--- config.mk ---
export PLATFORM = sky130hd
export DESIGN_NAME = gpb_port_bank
export DESIGN_NICKNAME = d
export VERILOG_FILES = /design/src/shared/gpb_pkg.sv /design/src/core/gpb_port_bank.sv
export VERILOG_INCLUDE_DIRS = /design/src /design/src/shared
export SDC_FILE = /design/constraint.sdc
export NUM_CORES = 2
export LEC_CHECK = 0
export BUFFER_PORTS_ARGS = -buffer_cell sky130_fd_sc_hd__buf_2
export CAP_MARGIN = 40
export CORE_MARGIN = 5
export CORE_UTILIZATION = 28
export DETAILED_ROUTE_END_ITERATION = 10
export PLACE_DENSITY = 0.51
export REMOVE_ABC_BUFFERS = 1
export SKIP_CTS_REPAIR_TIMING = 1
export SLEW_MARGIN = 10
export SYNTH_ARGS = -nofsm -noshare
export SYNTH_HDL_FRONTEND = slang
export SYNTH_SLANG_ARGS = --single-unit
--- constraint.sdc ---
create_clock -name core_clk -period 80 [get_ports core_clk]
set_clock_uncertainty 0.2 [all_clocks]
set_input_delay 16 -clock core_clk [delete_from_list [all_inputs] [get_ports core_clk]]
set_output_delay 16 -clock core_clk [all_outputs]
set_load 0.01 [all_outputs]
--- src/shared/gpb_defines.svh ---
// Register map, field positions and reset values of the GPIO port bank.
// Assumes word addressing on the plain register port, one register per address.
//
// Summary of operation
// - Up to 84 general-purpose pins in total
// - Pins grouped into ports of eight
// - Eight selectable drive modes per pin
// - Analog mode disables input and output buffers
// - Reset forces every pin into analog mode
// - Per-pin CMOS or LVTTL threshold select
// - Hold freezes pins at their last state
// - Per-pin slew-rate setting drives output driver
// - Output value and pin state per port
// - Pin interrupts merge into one port request
// - Signal matrix picks each pin's source
`ifndef GPB_DEFINES_SVH
`define GPB_DEFINES_SVH

// Per-pin configuration at index = pin number
`define GPB_PIN_CFG_BASE  8'h00
// Per-port block at base + 4 * port
`define GPB_PORT_BASE     8'h80
`define GPB_PORT_OUT      2'h0
`define GPB_PORT_STATE    2'h1
`define GPB_PORT_INTR     2'h2
`define GPB_PORT_MASK     2'h3
`define GPB_CTRL          8'hf0

// Pin configuration fields
`define GPB_CFG_MODE_LSB  0
`define GPB_CFG_LVTTL_BIT 3
`define GPB_CFG_SLOW_BIT  4
`define GPB_CFG_EDGE_LSB  5
`define GPB_CFG_SEL_LSB   7
`define GPB_CFG_W         9
`define GPB_CTRL_HOLD_BIT 0

// Reset values
`define GPB_CFG_RST       9'h000
`define GPB_OUT_RST       8'h00
`define GPB_MASK_RST      8'h00
`define GPB_CTRL_RST      1'h0

`endif

--- src/shared/gpb_pkg.sv ---
// Types shared by the GPIO port bank.
// Assumes field order matches the positions in gpb_defines.svh.
package gpb_pkg;

   typedef enum logic [2:0] {
      GPB_ANALOG  = 3'h0,
      GPB_INPUT   = 3'h1,
      GPB_WPU_SPD = 3'h2,
      GPB_SPU_WPD = 3'h3,
      GPB_OD_LOW  = 3'h4,
      GPB_OD_HIGH = 3'h5,
      GPB_STRONG  = 3'h6,
      GPB_WEAK    = 3'h7
   } gpb_drive_t;

   typedef enum logic [1:0] {
      GPB_EDGE_NONE = 2'h0,
      GPB_EDGE_RISE = 2'h1,
      GPB_EDGE_FALL = 2'h2,
      GPB_EDGE_BOTH = 2'h3
   } gpb_edge_t;

   typedef struct packed {
      logic [1:0] sel;
      gpb_edge_t  edge_sel;
      logic       slow;
      logic       lvttl;
      gpb_drive_t mode;
   } gpb_pin_cfg_t;

   typedef struct packed {
      logic out;
      logic oe;
      logic wpu;
      logic wpd;
      logic ie;
   } gpb_pad_t;

endpackage : gpb_pkg

--- src/core/gpb_port_bank.sv ---
// GPIO port bank: drive modes, hold, signal matrix, pin interrupts, registers.
// Assumes pin_in is asynchronous and peripheral signals are on core_clk.
//
// Chosen here: strobed register access and the placing of the registers.
`timescale 1ns/1ns
`default_nettype none
`include "gpb_defines.svh"

module gpb_port_bank #(
   parameter int NUM_PINS   = 84,
   parameter int NUM_PORTS  = 11,
   parameter int PORT_W     = 8,
   parameter int NUM_PERIPH = 3
) (
   input  wire logic                           core_clk,
   input  wire logic                           rst_n,
   input  wire logic [7:0]                     reg_addr,
   input  wire logic [31:0]                    reg_wdata,
   input  wire logic                           reg_wr,
   input  wire logic                           reg_rd,
   output logic      [31:0]                    reg_rdata,
   output logic                                irq,
   output logic      [NUM_PORTS-1:0]           port_irq,
   input  wire logic [NUM_PINS-1:0]            pin_in,
   output logic      [NUM_PINS-1:0]            pin_out,
   output logic      [NUM_PINS-1:0]            pin_oe,
   output logic      [NUM_PINS-1:0]            pin_wpu,
   output logic      [NUM_PINS-1:0]            pin_wpd,
   output logic      [NUM_PINS-1:0]            pin_ie,
   output logic      [NUM_PINS-1:0]            pin_lvttl,
   output logic      [NUM_PINS-1:0]            pin_slow,
   input  wire logic [NUM_PINS*NUM_PERIPH-1:0] periph_out,
   input  wire logic [NUM_PINS*NUM_PERIPH-1:0] periph_oe,
   output logic      [NUM_PINS-1:0]            periph_in
);

   localparam int BANK_W = NUM_PORTS * PORT_W;

   // Refuse parameter sets the logic cannot serve
   if (NUM_PINS > 84 || NUM_PINS < 1) begin : g_bad_pins
      $error("pin count out of range");
   end
   if (PORT_W > 8 || PORT_W < 1) begin : g_bad_width
      $error("port width out of range");
   end
   if (NUM_PORTS * PORT_W < NUM_PINS || (NUM_PORTS - 1) * PORT_W >= NUM_PINS) begin : g_bad_ports
      $error("port count does not fit pin count");
   end
   if (NUM_PORTS > 28) begin : g_bad_map
      $error("port count exceeds map");
   end
   if (NUM_PERIPH > 3 || NUM_PERIPH < 1) begin : g_bad_periph
      $error("peripheral count out of range");
   end

   logic rst_meta;
   logic rst_s;

   always_ff @(posedge core_clk or negedge rst_n) begin
      if (!rst_n) begin
         rst_meta <= 1'b0;
         rst_s    <= 1'b0;
      end else begin
         rst_meta <= 1'b1;
         rst_s    <= rst_meta;
      end
   end

   // Register decode
   logic       cfg_hit;
   logic       port_hit;
   logic [4:0] port_idx;
   logic [1:0] port_sub;
   logic [BANK_W-1:0] out_val;
   logic [BANK_W-1:0] int_mask;
   logic [BANK_W-1:0] int_stat;
   logic [BANK_W-1:0] pin_state;
   logic              hold;
   gpb_pkg::gpb_pin_cfg_t cfg [NUM_PINS];

   assign cfg_hit  = !reg_addr[7] && (int'(reg_addr) < NUM_PINS);
   assign port_idx = reg_addr[6:2];
   assign port_sub = reg_addr[1:0];
   assign port_hit = reg_addr[7] && (reg_addr < `GPB_CTRL) && (int'(port_idx) < NUM_PORTS);

   always_ff @(posedge core_clk or negedge rst_s) begin
      if (!rst_s) begin
         hold <= `GPB_CTRL_RST;
      end else if (reg_wr && reg_addr == `GPB_CTRL) begin
         hold <= reg_wdata[`GPB_CTRL_HOLD_BIT];
      end
   end

   // Read data, valid in the cycle after the strobe only
   logic [31:0] next_rdata;

   always_comb begin
      next_rdata = 32'h0000_0000;
      if (reg_rd) begin
         if (cfg_hit) begin
            next_rdata[`GPB_CFG_W-1:0] = cfg[reg_addr[6:0]];
         end else if (port_hit) begin
            unique case (port_sub)
               `GPB_PORT_OUT:   next_rdata[PORT_W-1:0] = out_val[port_idx*PORT_W +: PORT_W];
               `GPB_PORT_STATE: next_rdata[PORT_W-1:0] = pin_state[port_idx*PORT_W +: PORT_W];
               `GPB_PORT_INTR:  next_rdata[PORT_W-1:0] = int_stat[port_idx*PORT_W +: PORT_W];
               `GPB_PORT_MASK:  next_rdata[PORT_W-1:0] = int_mask[port_idx*PORT_W +: PORT_W];
            endcase
         end else if (reg_addr == `GPB_CTRL) begin
            next_rdata[`GPB_CTRL_HOLD_BIT] = hold;
         end
      end
   end

   always_ff @(posedge core_clk or negedge rst_s) begin
      if (!rst_s) begin
         reg_rdata <= 32'h0000_0000;
      end else begin
         reg_rdata <= next_rdata;
      end
   end

   // Per-port registers and merged requests
   for (genvar p = 0; p < NUM_PORTS; p++) begin : g_port
      // Bits past the last pin are not stored and read as zero
      localparam int LIVE_N = (NUM_PINS - p * PORT_W < PORT_W) ? NUM_PINS - p * PORT_W : PORT_W;
      localparam logic [PORT_W-1:0] LIVE = PORT_W'((1 << LIVE_N) - 1);

      always_ff @(posedge core_clk or negedge rst_s) begin
         if (!rst_s) begin
            out_val[p*PORT_W +: PORT_W] <= `GPB_OUT_RST;
            int_mask[p*PORT_W +: PORT_W] <= `GPB_MASK_RST;
         end else if (reg_wr && port_hit && int'(port_idx) == p) begin
            if (port_sub == `GPB_PORT_OUT)
               out_val[p*PORT_W +: PORT_W] <= reg_wdata[PORT_W-1:0] & LIVE;
            if (port_sub == `GPB_PORT_MASK)
               int_mask[p*PORT_W +: PORT_W] <= reg_wdata[PORT_W-1:0] & LIVE;
         end
      end

      always_ff @(posedge core_clk or negedge rst_s) begin
         if (!rst_s) begin
            port_irq[p] <= 1'b0;
         end else begin
            port_irq[p] <= |(int_stat[p*PORT_W +: PORT_W] & int_mask[p*PORT_W +: PORT_W]);
         end
      end

      port_irq_a: assert property (@(posedge core_clk) disable iff (!rst_s)
         |(int_stat[p*PORT_W +: PORT_W] & int_mask[p*PORT_W +: PORT_W]) |=> port_irq[p])
         else $error("port request missing");

      out_write_a: assert property (@(posedge core_clk) disable iff (!rst_s)
         (reg_wr && port_hit && int'(port_idx) == p && port_sub == `GPB_PORT_OUT)
         |=> out_val[p*PORT_W +: PORT_W] == ($past(reg_wdata[PORT_W-1:0]) & LIVE))
         else $error("output value not stored");
   end

   always_ff @(posedge core_clk or negedge rst_s) begin
      if (!rst_s) begin
         irq <= 1'b0;
      end else begin
         irq <= |(int_stat & int_mask);
      end
   end

   // Unused tail of the last port stays zero
   if (BANK_W > NUM_PINS) begin : g_pad
      assign pin_state[BANK_W-1:NUM_PINS] = '0;
      assign int_stat[BANK_W-1:NUM_PINS]  = '0;
   end

   // Input synchroniser
   logic [NUM_PINS-1:0] in_meta;
   logic [NUM_PINS-1:0] in_sync;

   always_ff @(posedge core_clk or negedge rst_s) begin
      if (!rst_s) begin
         in_meta <= '0;
         in_sync <= '0;
      end else begin
         in_meta <= pin_in;
         in_sync <= in_meta;
      end
   end

   // Per-pin configuration, drive, matrix and interrupt
   for (genvar i = 0; i < NUM_PINS; i++) begin : g_pin
      localparam int PORT = i / PORT_W;
      localparam int BIT  = i % PORT_W;

      logic            sample;
      logic            prev;
      logic            edge_hit;
      logic            clr;
      logic            src_v;
      logic            src_en;
      gpb_pkg::gpb_pad_t next_pad;

      always_ff @(posedge core_clk or negedge rst_s) begin
         if (!rst_s) begin
            cfg[i] <= `GPB_CFG_RST;
         end else if (reg_wr && cfg_hit && int'(reg_addr) == i) begin
            cfg[i] <= reg_wdata[`GPB_CFG_W-1:0];
         end
      end

      // Input buffer off reads as zero
      assign sample = in_sync[i] & pin_ie[i];

      always_ff @(posedge core_clk or negedge rst_s) begin
         if (!rst_s) begin
            prev <= 1'b0;
         end else begin
            prev <= sample;
         end
      end

      assign pin_state[i] = prev;

      always_comb begin
         unique case (cfg[i].edge_sel)
            gpb_pkg::GPB_EDGE_NONE: edge_hit = 1'b0;
            gpb_pkg::GPB_EDGE_RISE: edge_hit = sample & ~prev;
            gpb_pkg::GPB_EDGE_FALL: edge_hit = ~sample & prev;
            gpb_pkg::GPB_EDGE_BOTH: edge_hit = sample ^ prev;
         endcase
      end

      assign clr = reg_wr && port_hit && int'(port_idx) == PORT
                   && port_sub == `GPB_PORT_INTR && reg_wdata[BIT];

      // Set wins over a clear in the same cycle
      always_ff @(posedge core_clk or negedge rst_s) begin
         if (!rst_s) begin
            int_stat[i] <= 1'b0;
         end else begin
            int_stat[i] <= edge_hit | (int_stat[i] & ~clr);
         end
      end

      // Source select: port register or a peripheral
      always_comb begin
         if (cfg[i].sel == 2'h0 || int'(cfg[i].sel) > NUM_PERIPH) begin
            src_v  = out_val[i];
            src_en = 1'b1;
         end else begin
            src_v  = periph_out[i*NUM_PERIPH + int'(cfg[i].sel) - 1];
            src_en = periph_oe[i*NUM_PERIPH + int'(cfg[i].sel) - 1];
         end
      end

      always_comb begin
         next_pad     = '0;
         next_pad.out = src_v;
         next_pad.ie  = 1'b1;
         unique case (cfg[i].mode)
            gpb_pkg::GPB_ANALOG:  next_pad.ie = 1'b0;
            gpb_pkg::GPB_INPUT:   next_pad.oe = 1'b0;
            gpb_pkg::GPB_WPU_SPD: begin
               next_pad.oe  = src_en & ~src_v;
               next_pad.wpu = 1'b1;
            end
            gpb_pkg::GPB_SPU_WPD: begin
               next_pad.oe  = src_en & src_v;
               next_pad.wpd = 1'b1;
            end
            gpb_pkg::GPB_OD_LOW:  next_pad.oe = src_en & ~src_v;
            gpb_pkg::GPB_OD_HIGH: next_pad.oe = src_en & src_v;
            gpb_pkg::GPB_STRONG:  next_pad.oe = src_en;
            gpb_pkg::GPB_WEAK: begin
               next_pad.wpu = src_en & src_v;
               next_pad.wpd = src_en & ~src_v;
            end
         endcase
      end

      // Hold freezes every pad control
      always_ff @(posedge core_clk or negedge rst_s) begin
         if (!rst_s) begin
            pin_out[i]   <= 1'b0;
            pin_oe[i]    <= 1'b0;
            pin_wpu[i]   <= 1'b0;
            pin_wpd[i]   <= 1'b0;
            pin_ie[i]    <= 1'b0;
            pin_lvttl[i] <= 1'b0;
            pin_slow[i]  <= 1'b0;
         end else if (!hold) begin
            pin_out[i]   <= next_pad.out;
            pin_oe[i]    <= next_pad.oe;
            pin_wpu[i]   <= next_pad.wpu;
            pin_wpd[i]   <= next_pad.wpd;
            pin_ie[i]    <= next_pad.ie;
            pin_lvttl[i] <= cfg[i].lvttl;
            pin_slow[i]  <= cfg[i].slow;
         end
      end

      always_ff @(posedge core_clk or negedge rst_s) begin
         if (!rst_s) begin
            periph_in[i] <= 1'b0;
         end else begin
            periph_in[i] <= sample;
         end
      end

      analog_off_a: assert property (@(posedge core_clk) disable iff (!rst_s)
         (cfg[i].mode == gpb_pkg::GPB_ANALOG && !hold)
         |=> !pin_oe[i] && !pin_ie[i] && !pin_wpu[i] && !pin_wpd[i])
         else $error("analog pin not isolated");

      reset_analog_a: assert property (@(posedge core_clk)
         $rose(rst_s) |-> !pin_oe[i] && !pin_ie[i] && cfg[i].mode == gpb_pkg::GPB_ANALOG)
         else $error("pin not analog after reset");

      strong_drive_a: assert property (@(posedge core_clk) disable iff (!rst_s)
         (cfg[i].mode == gpb_pkg::GPB_STRONG && cfg[i].sel == 2'h0 && !hold)
         |=> pin_oe[i] && pin_out[i] == $past(out_val[i]))
         else $error("strong mode not driving");

      hold_freeze_a: assert property (@(posedge core_clk) disable iff (!rst_s)
         hold[*2] |-> $stable(pin_oe[i]) && $stable(pin_out[i]) && $stable(pin_ie[i]))
         else $error("held pin changed");

      thresh_slew_a: assert property (@(posedge core_clk) disable iff (!rst_s)
         !hold |=> pin_lvttl[i] == $past(cfg[i].lvttl) && pin_slow[i] == $past(cfg[i].slow))
         else $error("threshold or slew not applied");

      periph_route_a: assert property (@(posedge core_clk) disable iff (!rst_s)
         (cfg[i].sel == 2'h1 && cfg[i].mode == gpb_pkg::GPB_STRONG && !hold)
         |=> pin_out[i] == $past(periph_out[i*NUM_PERIPH])
             && pin_oe[i] == $past(periph_oe[i*NUM_PERIPH]))
         else $error("peripheral not routed");

      edge_flag_a: assert property (@(posedge core_clk) disable iff (!rst_s)
         edge_hit |=> int_stat[i] ##1 (int_stat[i] || $past(clr)))
         else $error("edge flag lost");

      state_read_a: assert property (@(posedge core_clk) disable iff (!rst_s)
         (reg_rd && port_hit && int'(port_idx) == PORT && port_sub == `GPB_PORT_STATE)
         |=> reg_rdata[BIT] == $past(pin_state[i]))
         else $error("pin state read wrong");
   end

endmodule : gpb_port_bank
`default_nettype wire

==> metrics <==
Static Leakage 54.1 nW; Worst Path Arrival 20630 ps; IO buf count 1301; io pins 1348; Bufs on Longest Clock Path 4; max reg flops 756; largest register by flop count cfg; row count 213; GR Overflow Total 0; most frequent CP cell buf_4; worst path required time 80610 ps; Final Hold Violating Endpoints 0; GRT Total Usage 24.5%; FF-to-FF setup slack 75460 ps; RSZ-0062 raised after global routing no; Power Density 22.4 mW/mm^2; CP Launch Type input port; drt total wl 442 mm; DR iter-0 viols 5706; TritonCTS buffer count 225; CTS Root Buffer Type clkbuf_16; share of layout cells above drive strength 1 37.1%; CP endpoint kind flop; initial core utilization 28.1%; core footprint 0.337 sq mm; Final Cell Area 0.114 sq mm; first-pass GRT wire length 606 mm; VDD IR max 0.0000182 V; terminus of the critical flop-to-flop path pin_oe[74]; H-tree levels 4; area delta synth->final 20.4%; Main synth FF type dfrtp_1; DP Area 0.106 sq mm; Async S/R FF share, synth 100%; Register Area 0.0469 sq mm; placer congestion estimate 0.980; origin of the critical flop-to-flop path rst_s; peak fanout along the critical path 46; post-synth top area share 49.5%; Mean Syn Cell Area 12.0 sq um; cell area after synthesis 0.0946 sq mm; Clk pin slew, worst setup/hold paths 60 ps; max-slew violations 0; Seq/Total Area, Yosys 49.5%; initial antenna violation count 89; FILL cells 33724; cell count after synthesis 7894; cell taking the most area after synthesis dfrtp_1; final setup violation count 0; crit path kind input port to flop; First-pass DRT Iterations 6; DP HPWL 341 mm; worst-margin pin slew 996 ps; Die Area 0.350 sq mm; top cells by area, synth dfrtp_1 (50%), mux2_2 (14%), mux4_2 (7.8%); TritonCTS clock tree yes; Yosys cell types 89; largest net degree at the start of global routing 162; Final Cycle Share 25.0%; outcome completed; drt drc 0; Worst-Skew Late Latency 920 ps; worst hold path class flop to async pin; Avg Vias per Cell 5.20; die width 591 um; crit-path max cell delay 780 ps; Via Count 71901; number of flops mapped to enable cells by yosys 0; post-route ant nets 0; Max stage delay cell, worst path buf_4; fin crit period 20020 ps; worst path cell trace buf_8, buf_12, buf_4, buf_4, mux4_2, mux2i_1, o22ai_1, or3_1, nand4_1, o41ai_1, buf_2; Synth Register Bits 1872; TritonCTS Sinks 1872; worst r2r path cells 6; max_slew headroom 33.6%; WL/cell 32.0 um; setup TNS 0 ps; Die Y 591 um; Max Cap Viol 0; Synth Warn # 0; area of the multi-input gates 0.0433 sq mm; Peak Freq 0.0499 GHz; vias in the first global route 73086; Nets 9954
[placed cells by master, fill, tap and decap left out, drive strengths merged, types with 88 or more instances in the layout]
master and count:
mux4 346, dfrtp 1872, mux2 1181, o21ai 439, a221o 91, clkbuf 320, mux2i 278, nor4 88
a22oi 111, nand2 862, ha 231, buf 1476, a21oi 192, nand3 140, nor2 361, inv 470
[report_power, final]
part / internal, W / switching (W) / total (W)
registers: 0.00101 / 0.0000775 / 0.00109
clock network: 0.000652 / 0.000444 / 0.00110
logic: 0.000143 / 0.000222 / 0.000366
[worst max-delay path, delay by kind of cell]
kind            cells  cell delay [ps]
simple gates        2              460
buf+inv             5             2260
mux                 2             1190
compound gates      2              400
[layout make-up]
class | count | area share [%]
antenna | 39 | 0.0857
clock buffer | 317 | 5.72
clock inverter | 93 | 1.15
inverter | 457 | 1.51
multi-input combinational | 5056 | 38.0
sequential | 1872 | 41.1
tap | 4515 | 4.96
timing repair buffer | 1479 | 7.43
[synth_stat cells (27+ instances only)]
library cell and number:
mux4_2 326, nor2_2 27, nand4_1 56, buf_1 31, buf_4 130, nand3_1 140
a211oi_1 29, nand2_1 861, nor2_1 334, nor3_1 49, o22ai_1 61, buf_2 87
inv_1 455, clkbuf_1 235, a221o_1 91, o221ai_1 31, a221oi_1 30, mux2_2 1180
dfrtp_1 1872, buf_6 40, a22oi_1 111, nand2b_1 40, nor4_1 87, a21oi_1 192
o21ai_0 434, ha_1 231, nor2b_1 56, mux2i_1 278, a22o_1 47
[cells by family (layout without fill, tap and decap cells)]
| group | Yosys count | in the layout | synth area share (%) |
|---|---|---|---|
| flops | 1872 | 1872 | 49.5 |
| other cells | 2 | 63 | 0.00794 |
| xor+xnor | 20 | 20 | 0.185 |
| buf+inv | 988 | 2346 | 4.94 |
| simple gates | 1726 | 1726 | 8.17 |
| compound gates | 1225 | 1225 | 8.55 |
| fa+ha+maj | 256 | 256 | 3.32 |
| mux | 1805 | 1805 | 25.3 |
[metrics by stage]
stage          hold slack (ps)  util [%]  power (W)  worst slack [ps]  std cells
6_report                   129      33.8    0.00255             59980      13828
5_1_grt                    144      33.8    0.00265             59800      13813
4_1_cts                    140      33.8    0.00258             59950      13784
3_5_place_dp               135      31.5    0.00147             58930      13374
3_3_place_gp               133      31.2    0.00146             58940      13315
2_1_floorplan              131         -    0.00127             23750       7385
[layer usage]
layer	vias up	wire length, um	GRT usage [%]
met1	37634	184000	31.4
met5	-	187	0
li1	30977	-	-
met3	655	31300	5.90
met2	2607	207000	39.9
met4	28	20500	9.61
[worst max-delay path by stage]
stage | from | end | slack [ps] | cells past startpoint
finish | reg_addr[0] | reg_rdata[1] | 59980 | 11
global route | reg_addr[0] | reg_rdata[4] | 59800 | 10
CTS | reg_addr[0] | reg_rdata[4] | 59950 | 10
detailed placement | reg_addr[0] | reg_rdata[4] | 58930 | 10
global placement | reg_addr[0] | reg_rdata[4] | 58940 | 10
floorplan | rst_s | cfg[0] | 23750 | 0
(Power assumes the default switching activity.)
